**config.mk**
```make
export PLATFORM = sky130hd
export DESIGN_NAME = crf_regfile
export DESIGN_NICKNAME = d
export VERILOG_FILES = /design/src/crf_pkg.sv /design/src/crf_regfile.sv
export SDC_FILE = /design/constraint.sdc
export NUM_CORES = 2
export LEC_CHECK = 0
export BUFFER_PORTS_ARGS = -buffer_cell sky130_fd_sc_hd__buf_2
export CAP_MARGIN = 30
export CORE_UTILIZATION = 61
export CTS_BUF_LIST = sky130_fd_sc_hd__clkbuf_16
export CTS_CLUSTER_DIAMETER = 100
export CTS_CLUSTER_SIZE = 40
export DETAILED_ROUTE_END_ITERATION = 10
export HOLD_SLACK_MARGIN = 0.1
export MAX_ROUTING_LAYER = met4
export PLACE_DENSITY = 0.88
export SLEW_MARGIN = 20
export SYNTH_ARGS = -nofsm -noshare
export SYNTH_HDL_FRONTEND = slang
export SYNTH_SLANG_ARGS = --single-unit
```
**constraint.sdc**
```tcl
create_clock -name mclk -period 22.9 [get_ports mclk]
set_clock_uncertainty 0.05 [all_clocks]
set_input_delay 2.29 -clock mclk [delete_from_list [all_inputs] [get_ports mclk]]
set_output_delay 2.29 -clock mclk [all_outputs]
set_load 0.05 [all_outputs]
```
**src/crf_pkg.sv**
```systemverilog
// Package for the core register file: register selectors, status word layout and reset values.
// Assumes a 32-bit datapath and one core clock.
package crf_pkg;

  // ==========================================================
  // Widths and register indices
  localparam int          CRF_XLEN        = 32;
  localparam int          CRF_NGPR        = 16;
  localparam logic [3:0]  CRF_INDEX_GPR   = 4'h0;
  localparam logic [3:0]  CRF_STACK_GPR   = 4'hf;

  // ==========================================================
  // Software port offsets
  localparam logic [7:0]  CRF_GPR_BASE    = 8'h00;
  localparam logic [7:0]  CRF_STATUS_OFF  = 8'h40;
  localparam logic [7:0]  CRF_PBASE_OFF   = 8'h44;
  localparam logic [7:0]  CRF_VBASE_OFF   = 8'h48;
  localparam logic [7:0]  CRF_PC_OFF      = 8'h4c;

  // ==========================================================
  // Status word fields
  localparam int          CRF_SW_MFLAG    = 9;
  localparam int          CRF_SW_QFLAG    = 8;
  localparam int          CRF_SW_IMASK_HI = 7;
  localparam int          CRF_SW_IMASK_LO = 4;
  localparam int          CRF_SW_SAT      = 1;
  localparam logic [31:0] CRF_SW_WMASK    = 32'h0000_03f2;
  localparam logic [31:0] CRF_SW_RESET    = 32'h0000_00f0;
  localparam logic [31:0] CRF_ZERO        = 32'h0000_0000;
  localparam logic [31:0] CRF_STEP4       = 32'h0000_0004;

  // ==========================================================
  // Effective address modes
  typedef enum logic [2:0] {
    CRF_EA_REG, CRF_EA_INDEXED, CRF_EA_PBASE, CRF_EA_PCREL, CRF_EA_VECTOR
  } crf_eamode_t;

  // Datapath status word update.
  typedef struct packed {
    logic       we;
    logic       mFlag;
    logic       qFlag;
    logic       satFlag;
    logic [3:0] imask;
  } crf_swupd_t;

  // Exception stack request.
  typedef struct packed {
    logic push;
    logic pop;
  } crf_stkreq_t;

endpackage

```
**src/crf_regfile.sv**
```systemverilog
// Core general and control register file with a software register port.
// Assumes the execute datapath on mclk and a software master that never issues read and write together.
//
// Operation
// - Sixteen general registers of 32 bits, numbered zero to fifteen.
// - Every general register feeds operands and effective address calculation.
// - Register zero is the index register and the fixed-operand register.
// - Register fifteen is stack pointer for exception push and pop.
// - Three 32-bit control registers: status, peripheral base, vector base.
// - Peripheral-base mode adds operand offset to peripheral base register.
// - Vector addresses are formed relative to the vector base register.
// - Status bits 31:10, 3 and 2 reset to zero, read zero.
// - Status bits 9 and 8 are the divide-step flags.
// - Status bit 1 is the multiply-accumulate flag.
// - Wide immediates are fetched as literals at a PC-relative displacement.
`timescale 1ns/10ps
module crf_regfile
  import crf_pkg::*;
#(
  parameter int XLEN = CRF_XLEN,
  parameter int NGPR = CRF_NGPR
) (
  // Clock and reset.
  input  wire  logic              mclk,
  input  wire  logic              rst,
  // Datapath register access.
  input  wire  logic [3:0]        rdSelA,
  input  wire  logic [3:0]        rdSelB,
  input  wire  logic              gprWe,
  input  wire  logic [3:0]        gprWrSel,
  input  wire  logic [XLEN-1:0]   gprWrData,
  input  wire  logic              pbaseWe,
  input  wire  logic              vbaseWe,
  input  wire  logic [XLEN-1:0]   ctrlWrData,
  input  wire  crf_swupd_t        swUpd,
  input  wire  logic              pcWe,
  input  wire  logic [XLEN-1:0]   pcWrData,
  // Address calculation request.
  input  wire  crf_eamode_t       eaMode,
  input  wire  logic [XLEN-1:0]   eaDisp,
  // Exception stack request.
  input  wire  crf_stkreq_t       stkReq,
  // Datapath results.
  output logic [XLEN-1:0]         opA,
  output logic [XLEN-1:0]         opB,
  output logic [XLEN-1:0]         indexVal,
  output logic [XLEN-1:0]         effAddr,
  output logic [XLEN-1:0]         statusWord,
  output logic [XLEN-1:0]         stackPointer,
  // Software register port.
  input  wire  logic [7:0]        swAddr,
  input  wire  logic [XLEN-1:0]   swWrData,
  input  wire  logic              swWrite,
  input  wire  logic              swRead,
  output logic [XLEN-1:0]         swRdData
);

  // ==========================================================
  // State
  logic [XLEN-1:0] gprFile_ff [NGPR];
  logic [XLEN-1:0] pbase_ff;
  logic [XLEN-1:0] vbase_ff;
  logic [XLEN-1:0] pc_ff;
  logic            mFlag_ff;
  logic            qFlag_ff;
  logic            satFlag_ff;
  logic [3:0]      imask_ff;
  logic [XLEN-1:0] opA_ff;
  logic [XLEN-1:0] opB_ff;
  logic [XLEN-1:0] indexVal_ff;
  logic [XLEN-1:0] effAddr_ff;
  logic [XLEN-1:0] swRdData_ff;
  logic [XLEN-1:0] nxt_effAddr;
  logic [XLEN-1:0] nxt_swRdData;
  logic [XLEN-1:0] swView;
  logic            swGprHit;
  logic [3:0]      swGprSel;

  // Software decode: general registers sit at one word each from the base.
  assign swGprHit = (swAddr[7:6] == CRF_GPR_BASE[7:6]) && (swAddr[1:0] == 2'b00);
  assign swGprSel = swAddr[5:2];

  // Assembled status word; reserved bits are hard zeros so they always read zero.
  always_comb begin
    swView = CRF_ZERO;
    swView[CRF_SW_MFLAG] = mFlag_ff;
    swView[CRF_SW_QFLAG] = qFlag_ff;
    swView[CRF_SW_IMASK_HI:CRF_SW_IMASK_LO] = imask_ff;
    swView[CRF_SW_SAT] = satFlag_ff;
  end

  // ==========================================================
  // General registers
  // Priority per register: datapath write, then stack adjust on register fifteen, then software.
  // The array is not reset, so a flop-based memory stays cheap; software must initialise it.
  generate
    for (genvar g = 0; g < NGPR; g++) begin : gGpr
      always_ff @(posedge mclk) begin
        if (gprWe && (gprWrSel == 4'(g))) begin
          gprFile_ff[g] <= gprWrData;
        end else if ((4'(g) == CRF_STACK_GPR) && stkReq.push) begin
          gprFile_ff[g] <= gprFile_ff[g] - CRF_STEP4;
        end else if ((4'(g) == CRF_STACK_GPR) && stkReq.pop) begin
          gprFile_ff[g] <= gprFile_ff[g] + CRF_STEP4;
        end else if (swWrite && swGprHit && (swGprSel == 4'(g))) begin
          gprFile_ff[g] <= swWrData;
        end
      end
    end
  endgenerate

  // ==========================================================
  // Control registers
  // Peripheral and vector base registers, written by datapath or software.
  always_ff @(posedge mclk or posedge rst) begin
    if (rst) begin
      pbase_ff <= CRF_ZERO;
      vbase_ff <= CRF_ZERO;
    end else begin
      if (pbaseWe) begin
        pbase_ff <= ctrlWrData;
      end else if (swWrite && (swAddr == CRF_PBASE_OFF)) begin
        pbase_ff <= swWrData;
      end
      if (vbaseWe) begin
        vbase_ff <= ctrlWrData;
      end else if (swWrite && (swAddr == CRF_VBASE_OFF)) begin
        vbase_ff <= swWrData;
      end
    end
  end

  // Program counter, used for literal addressing.
  always_ff @(posedge mclk or posedge rst) begin
    if (rst) begin
      pc_ff <= CRF_ZERO;
    end else if (pcWe) begin
      pc_ff <= pcWrData;
    end else if (swWrite && (swAddr == CRF_PC_OFF)) begin
      pc_ff <= swWrData;
    end
  end

  // Interrupt mask resets to all ones so nothing maskable gets through early.
  always_ff @(posedge mclk or posedge rst) begin
    if (rst) begin
      imask_ff <= CRF_SW_RESET[CRF_SW_IMASK_HI:CRF_SW_IMASK_LO];
    end else if (swUpd.we) begin
      imask_ff <= swUpd.imask;
    end else if (swWrite && (swAddr == CRF_STATUS_OFF)) begin
      imask_ff <= swWrData[CRF_SW_IMASK_HI:CRF_SW_IMASK_LO];
    end
  end

  // Divide and multiply flags carry no reset; their value after reset is undefined by design.
  always_ff @(posedge mclk) begin
    if (swUpd.we) begin
      mFlag_ff   <= swUpd.mFlag;
      qFlag_ff   <= swUpd.qFlag;
      satFlag_ff <= swUpd.satFlag;
    end else if (swWrite && (swAddr == CRF_STATUS_OFF)) begin
      mFlag_ff   <= swWrData[CRF_SW_MFLAG];
      qFlag_ff   <= swWrData[CRF_SW_QFLAG];
      satFlag_ff <= swWrData[CRF_SW_SAT];
    end
  end

  // ==========================================================
  // Operand and address paths
  // Effective address select; the vector mode scales the index held in the displacement by four.
  always_comb begin
    case (eaMode)
      CRF_EA_REG:     nxt_effAddr = gprFile_ff[rdSelA] + eaDisp;
      CRF_EA_INDEXED: nxt_effAddr = gprFile_ff[CRF_INDEX_GPR] + gprFile_ff[rdSelA];
      CRF_EA_PBASE:   nxt_effAddr = pbase_ff + eaDisp;
      CRF_EA_PCREL:   nxt_effAddr = pc_ff + eaDisp;
      CRF_EA_VECTOR:  nxt_effAddr = vbase_ff + {eaDisp[XLEN-3:0], 2'b00};
      default:        nxt_effAddr = CRF_ZERO;
    endcase
  end

  // Registered datapath outputs, one cycle after the select.
  always_ff @(posedge mclk or posedge rst) begin
    if (rst) begin
      opA_ff      <= CRF_ZERO;
      opB_ff      <= CRF_ZERO;
      indexVal_ff <= CRF_ZERO;
      effAddr_ff  <= CRF_ZERO;
    end else begin
      opA_ff      <= gprFile_ff[rdSelA];
      opB_ff      <= gprFile_ff[rdSelB];
      indexVal_ff <= gprFile_ff[CRF_INDEX_GPR];
      effAddr_ff  <= nxt_effAddr;
    end
  end

  // ==========================================================
  // Software read port
  always_comb begin
    nxt_swRdData = CRF_ZERO;
    if (swRead) begin
      if (swGprHit) begin
        nxt_swRdData = gprFile_ff[swGprSel];
      end else begin
        case (swAddr)
          CRF_STATUS_OFF: nxt_swRdData = swView;
          CRF_PBASE_OFF:  nxt_swRdData = pbase_ff;
          CRF_VBASE_OFF:  nxt_swRdData = vbase_ff;
          CRF_PC_OFF:     nxt_swRdData = pc_ff;
          default:        nxt_swRdData = CRF_ZERO; // Unmapped reads return zero.
        endcase
      end
    end
  end

  // Read data stands only in the cycle after the strobe, zero otherwise.
  always_ff @(posedge mclk or posedge rst) begin
    if (rst) begin
      swRdData_ff <= CRF_ZERO;
    end else begin
      swRdData_ff <= nxt_swRdData;
    end
  end

  assign opA          = opA_ff;
  assign opB          = opB_ff;
  assign indexVal     = indexVal_ff;
  assign effAddr      = effAddr_ff;
  assign swRdData     = swRdData_ff;
  // Status and stack views come straight from their flops.
  assign statusWord   = swView;
  assign stackPointer = gprFile_ff[CRF_STACK_GPR];

endmodule

```
# == Word-level counts from Yosys, hierarchy flattened ==
# Memories as Yosys holds them, arrays and structs flattened. A register that Yosys moved wholly into a read port is not among the register bits.
# Index checks and enable logic that the tools add are counted.
# op_classes
n_reduce_logical,47
n_bitwise,18
eq_ne,38
add_sub_neg,7
mux,125
# op_table
op,n
$mux W32,26
$add A32 B32 Y32,5
$pmux W32 S5,1
$pmux W32 S4,1
$mux W1,95
$eq A4 B4 Y1 const B,16
$logic_and A1 B1 Y1,38
$add A32 B3 Y32 const B,1
$eq A4 B3 Y1 const B,8
$eq A8 B7 Y1 const B,4
$sub A32 B3 Y32 const B,1
$or A1 B1 Y1,18
$eq A4 B2 Y1 const B,4
$eq A4 B1 Y1 const B,2
$logic_not A4 Y1,2
$mux W4,2
$reduce_bool A2 Y1,4
$eq A3 B2 Y1 const B,2
$logic_not A2 Y1,2
$eq A3 B1 Y1 const B,1
$eq A3 B3 Y1 const B,1
$logic_not A3 Y1,1
# totals
word_cells,247
mem_count,1
regBits,231
mem_bits_rw,512
inputBits,201
# mem_list
name,words,word_bits,rd,rd_clocked_by_memory_dff,wr,line,rtl
gprFile_ff,16,32,5,1,16,crf_regfile.sv:60,logic [XLEN-1:0] gprFile_ff [NGPR];

# == Longest topological paths before layout ==
# logic_depth
ltp_word,10
mapped_depth,19

# == Worst setup path after synthesis ==
# Ideal clock, no wire load.
# synth_path
path_kind,in2reg
start,in rdSelA[0]
end,reg effAddr_ff[20] (netlist: effAddr[20])
setup_slack_ns,16.214
arrival_ns,6.501
setup_ns,0.135
t_required_ns,22.715
path_stages,19
cell_sequence,clkbuf_1 buf_2 buf_2 mux4_2 mux4_2 nand2_1 o21ai_0 ha_1 inv_1 fa_1 nand2b_1 a21oi_1 a221o_1 a2111o_1 a21boi_0 o21ai_0 a21oi_1 xor2_1 o21ai_0
# synth_between
elab_chain_cells,3
# synth_rtl
element,line,rtl
"start, declared",crf_regfile.sv:27,"input wire logic [3:0] rdSelA,"
$mem_v2 Z16 W32 (*),--,
$add A32 B32 Y32 (on tied branches),"crf_regfile.sv:174, crf_regfile.sv:173",
$pmux W32 S5 (*),crf_regfile.sv:172,case (eaMode)
named net nxt_effAddr[20],crf_regfile.sv:73,logic [XLEN-1:0] nxt_effAddr;
"end signal, assigned",crf_regfile.sv:193,effAddr_ff <= nxt_effAddr;
"end, declared",crf_regfile.sv:71,logic [XLEN-1:0] effAddr_ff;
# Mark *: on every way through the listed nets, which the timed path passes. The rest lies on a longest branch.
# A chain may end at the register's enable or synchronous reset.

# == Final worst setup path ==
# layout_path
start,in rdSelA[0]
end,reg effAddr_ff[30] (netlist: effAddr[30])
# Same word-level chain as after synthesis.

==> impl_metrics.ini <==
[layout]
final_util_pct = 66.5
finalNetCount = 4210
layout-drive-gt1-share_pct = 40.2
seqCellArea_sq_um = 22000
syn2layout_area_growth_pct = 7.67
multiInputGateArea_sq_um = 27400
fillCellCount = 5312

[placement]
dp_hpwl_mm = 121
globalplace.congestion = 0.984
port-buffer-count = 399

[timing]
report.final.setup_viol = 0
rsz0062_at_grt = no
fin_crit_sh_pct = 32.1
slew_violations = 0
setup-tns-final_ns = 0
max_freq_mhz = 136
min_period_ns = 7.34
slew_headroom_pct = 28.0
hold_violations = 0
tightest_slew_ns = 1.08

[global_route]
grt_max_degree = 133
globalRouteTotalUtil_pct = 46.9
grt_pass1_vias = 40300
grt_overflow = 0
grt_pass1_wl_mm = 278
antenna_found_initial = 27

[die]
fp.dieH_um = 291
core-area_sq_um = 82200
die_area_sq_um = 84400
row_count = 105
initial_core_util_pct = 61.7
die_w_um = 291
io-pin-count = 425

[synth]
synth_top_area_share_pct = 30.5
async_reset_ff_share_pct = 33.5
synth_flop_cell = edfxtp_1
synth_edf_count = 515
syn_avg_cell_area_sq_um = 13.4
yosysWarnings = 0
synth_area_leaders = edfxtp_1 30%, mux4_2 22%, dfrtp_1 13%, mux2_2 11%, mux2i_1 2.7%
synth-seq-cells = 775
netlist-cell-type-count = 78
synth_top_area_cell = edfxtp_1
syn_inst = 3786
syn_area_sq_um = 50800
ys_seq_area_share_pct = 43.3

[hold_path]
min_path_type = flip-flop to flip-flop
hold_end = indexVal[0]
hp-start = gprFile_ff[0][0]
whs_path_depth = 0

[critical_path]
crit_required_ns = 23.40
start_kind = primary input
crit_fanout = 41
rr_endpoint = effAddr[30]
reg2reg_slack_ns = 18.02
arrival_ns = 7.84
r2r-start = gprFile_ff[0][5]
r2r_cells = 13
crit_type = primary input to flip-flop
endpoint_kind = flip-flop

[clock_tree]
ctsLongestPathBuffers = 3
cts_setup_buffers = 0
cts_resized = 0
cts_buffers = 28
htree_levels = 1
cts-root-buf = clkbuf_16
clk_latency_ns = 0.69
clkSinkCount = 775
cts_tree = built
cts.clk_slew.worst_paths_ns = 0.14
ctsHoldBuffers = 0

[drt]
viasPerCell = 8.05
first_pass_iters = 8
vias = 40500
wire_per_inst_um = 38.6
postRouteAntennaNets = 0
drt_iter0_markers = 7254
remaining_drc_errors = 0
wl_mm = 195

[power]
power.density_nw_per_um2 = 62.2
total_power_uw = 3400
p_leak_uw = 0.0199
vdd_drop_max_uv = 66.0

[status]
status = finished, final reports clean

[flow_run]
drv_cap = 0
critical path: stages:
cell and delay [ns]:
clkbuf_8 0.42, buf_16 0.34, buf_4 0.68, buf_12 0.31, mux4_2 0.55, mux4_2 0.53
nand2_1 0.09, o21ai_0 0.09, ha_1 0.41, a2111o_1 0.44, a21oi_1 0.19, o21ai_0 0.11
o21ai_0 0.60, o31ai_1 0.20, xnor2_1 0.16, a22oi_1 0.19, o21ai_0 0.12
final cells by class:
class | instances | area share, %
multi-input combinational | 2600 | 50.1
sequential | 775 | 40.2
timing repair buffer | 477 | 4.99
tap | 1070 | 2.45
clock buffer | 29 | 1.33
clock inverter | 23 | 0.529
inverter | 31 | 0.227
antenna | 32 | 0.146
sequential cells by signal, indices dropped and copies added, names as in the netlist:
register / flops
gprFile_ff: 512
effAddr: 32
indexVal: 32
opA: 32
opB: 32
pbase_ff: 32
pc_ff: 32
swRdData: 32
vbase_ff: 32
imask_ff: 4
mFlag_ff: 1
qFlag_ff: 1
satFlag_ff: 1
worst max path at each step:
stage	depth (start not counted)	startpoint	slack [ns]	to
6_report	17	rdSelA[0]	15.56	effAddr[30]
5_1_grt	18	rdSelA[0]	15.21	effAddr[28]
4_1_cts	16	rdSelA[0]	15.51	effAddr[30]
3_5_place_dp	16	rdSelA[0]	14.84	effAddr[30]
3_3_place_gp	16	rdSelA[0]	14.66	effAddr[30]
2_1_floorplan	1	rst	13.41	effAddr[0]
routing by layer:
layer / vias to the layer above / part of all wire [%] / GRT usage (%)
li1: 15100 / - / -
met1: 19200 / 30 / 55.8
met2: 4743 / 42 / 65.5
met3: 1445 / 18 / 19.4
met4: 0 / 9.1 / 31.4
met5: - / 0 / -
per-stage QoR:
| step | worst slack [ns] | cells | area, sq um | hold slack (ns) |
|---|---|---|---|---|
| 3_3_place_gp | 14.66 | 4948 | 53400 | 0.396 |
| 6_report | 15.56 | 5037 | 54700 | 0.452 |
| 2_1_floorplan | 13.41 | 3810 | 50900 | 0.362 |
| 3_5_place_dp | 14.84 | 4950 | 53500 | 0.417 |
| 5_1_grt | 15.21 | 5031 | 54700 | 0.467 |
| 4_1_cts | 15.51 | 5002 | 54500 | 0.444 |
placed cells by master (no fill, tap or decap), types with 25 or more instances in the layout:
cell / n
clkbuf_16: 29
mux2_2: 500
edfxtp_1: 515
ha_1: 93
mux4_2: 486
a22oi_1: 52
and2_1: 35
xnor2_1: 58
xor2_1: 48
nor2_1: 107
nand3_1: 41
diode_2: 32
a21oi_1: 102
nand2_1: 271
conb_1: 25
a21o_1: 41
dfrtp_1: 256
o21ai_0: 242
buf_4: 74
nor3_1: 34
buf_2: 393
mux2i_1: 136
inv_1: 33
logic make-up (layout without fill, tap and decap cells):
family,count (synthesis),in the layout,synth area share [%]
simple gates,612,612,5.61
fa+ha+maj,96,96,2.41
flops,775,775,43.3
compound gates,631,631,7.76
xor+xnor,106,106,1.83
other cells,1,57,0.00739
mux,1130,1130,35.5
buf+inv,435,560,3.60
cell usage after synthesis, types with 19 or more instances:
cell,number
nand3_1,41
o22ai_1,24
xor2_1,48
nand2_1,271
clkbuf_1,248
a22oi_1,52
nand2b_1,19
mux4_2,486
nor2b_1,19
buf_4,29
o21ai_0,244
dfrtp_1,256
mux2_2,500
inv_1,31
buf_1,65
xnor2_1,58
edfxtp_1,515
ha_1,93
a211oi_1,22
nor3_1,49
mux2i_1,136
a31oi_1,19
and2_1,35
a21oi_1,102
a21o_1,41
nor2_1,107
buf_2,61
report_power, final:
group          leakage, uW  internal, uW  switching, uW
Sequential         0.00787          1580           95.1
Clock             0.000500           257            495
Combinational       0.0116           350            623
Total               0.0199          2180           1210
Note: power is estimated with default switching activity, not from simulation.
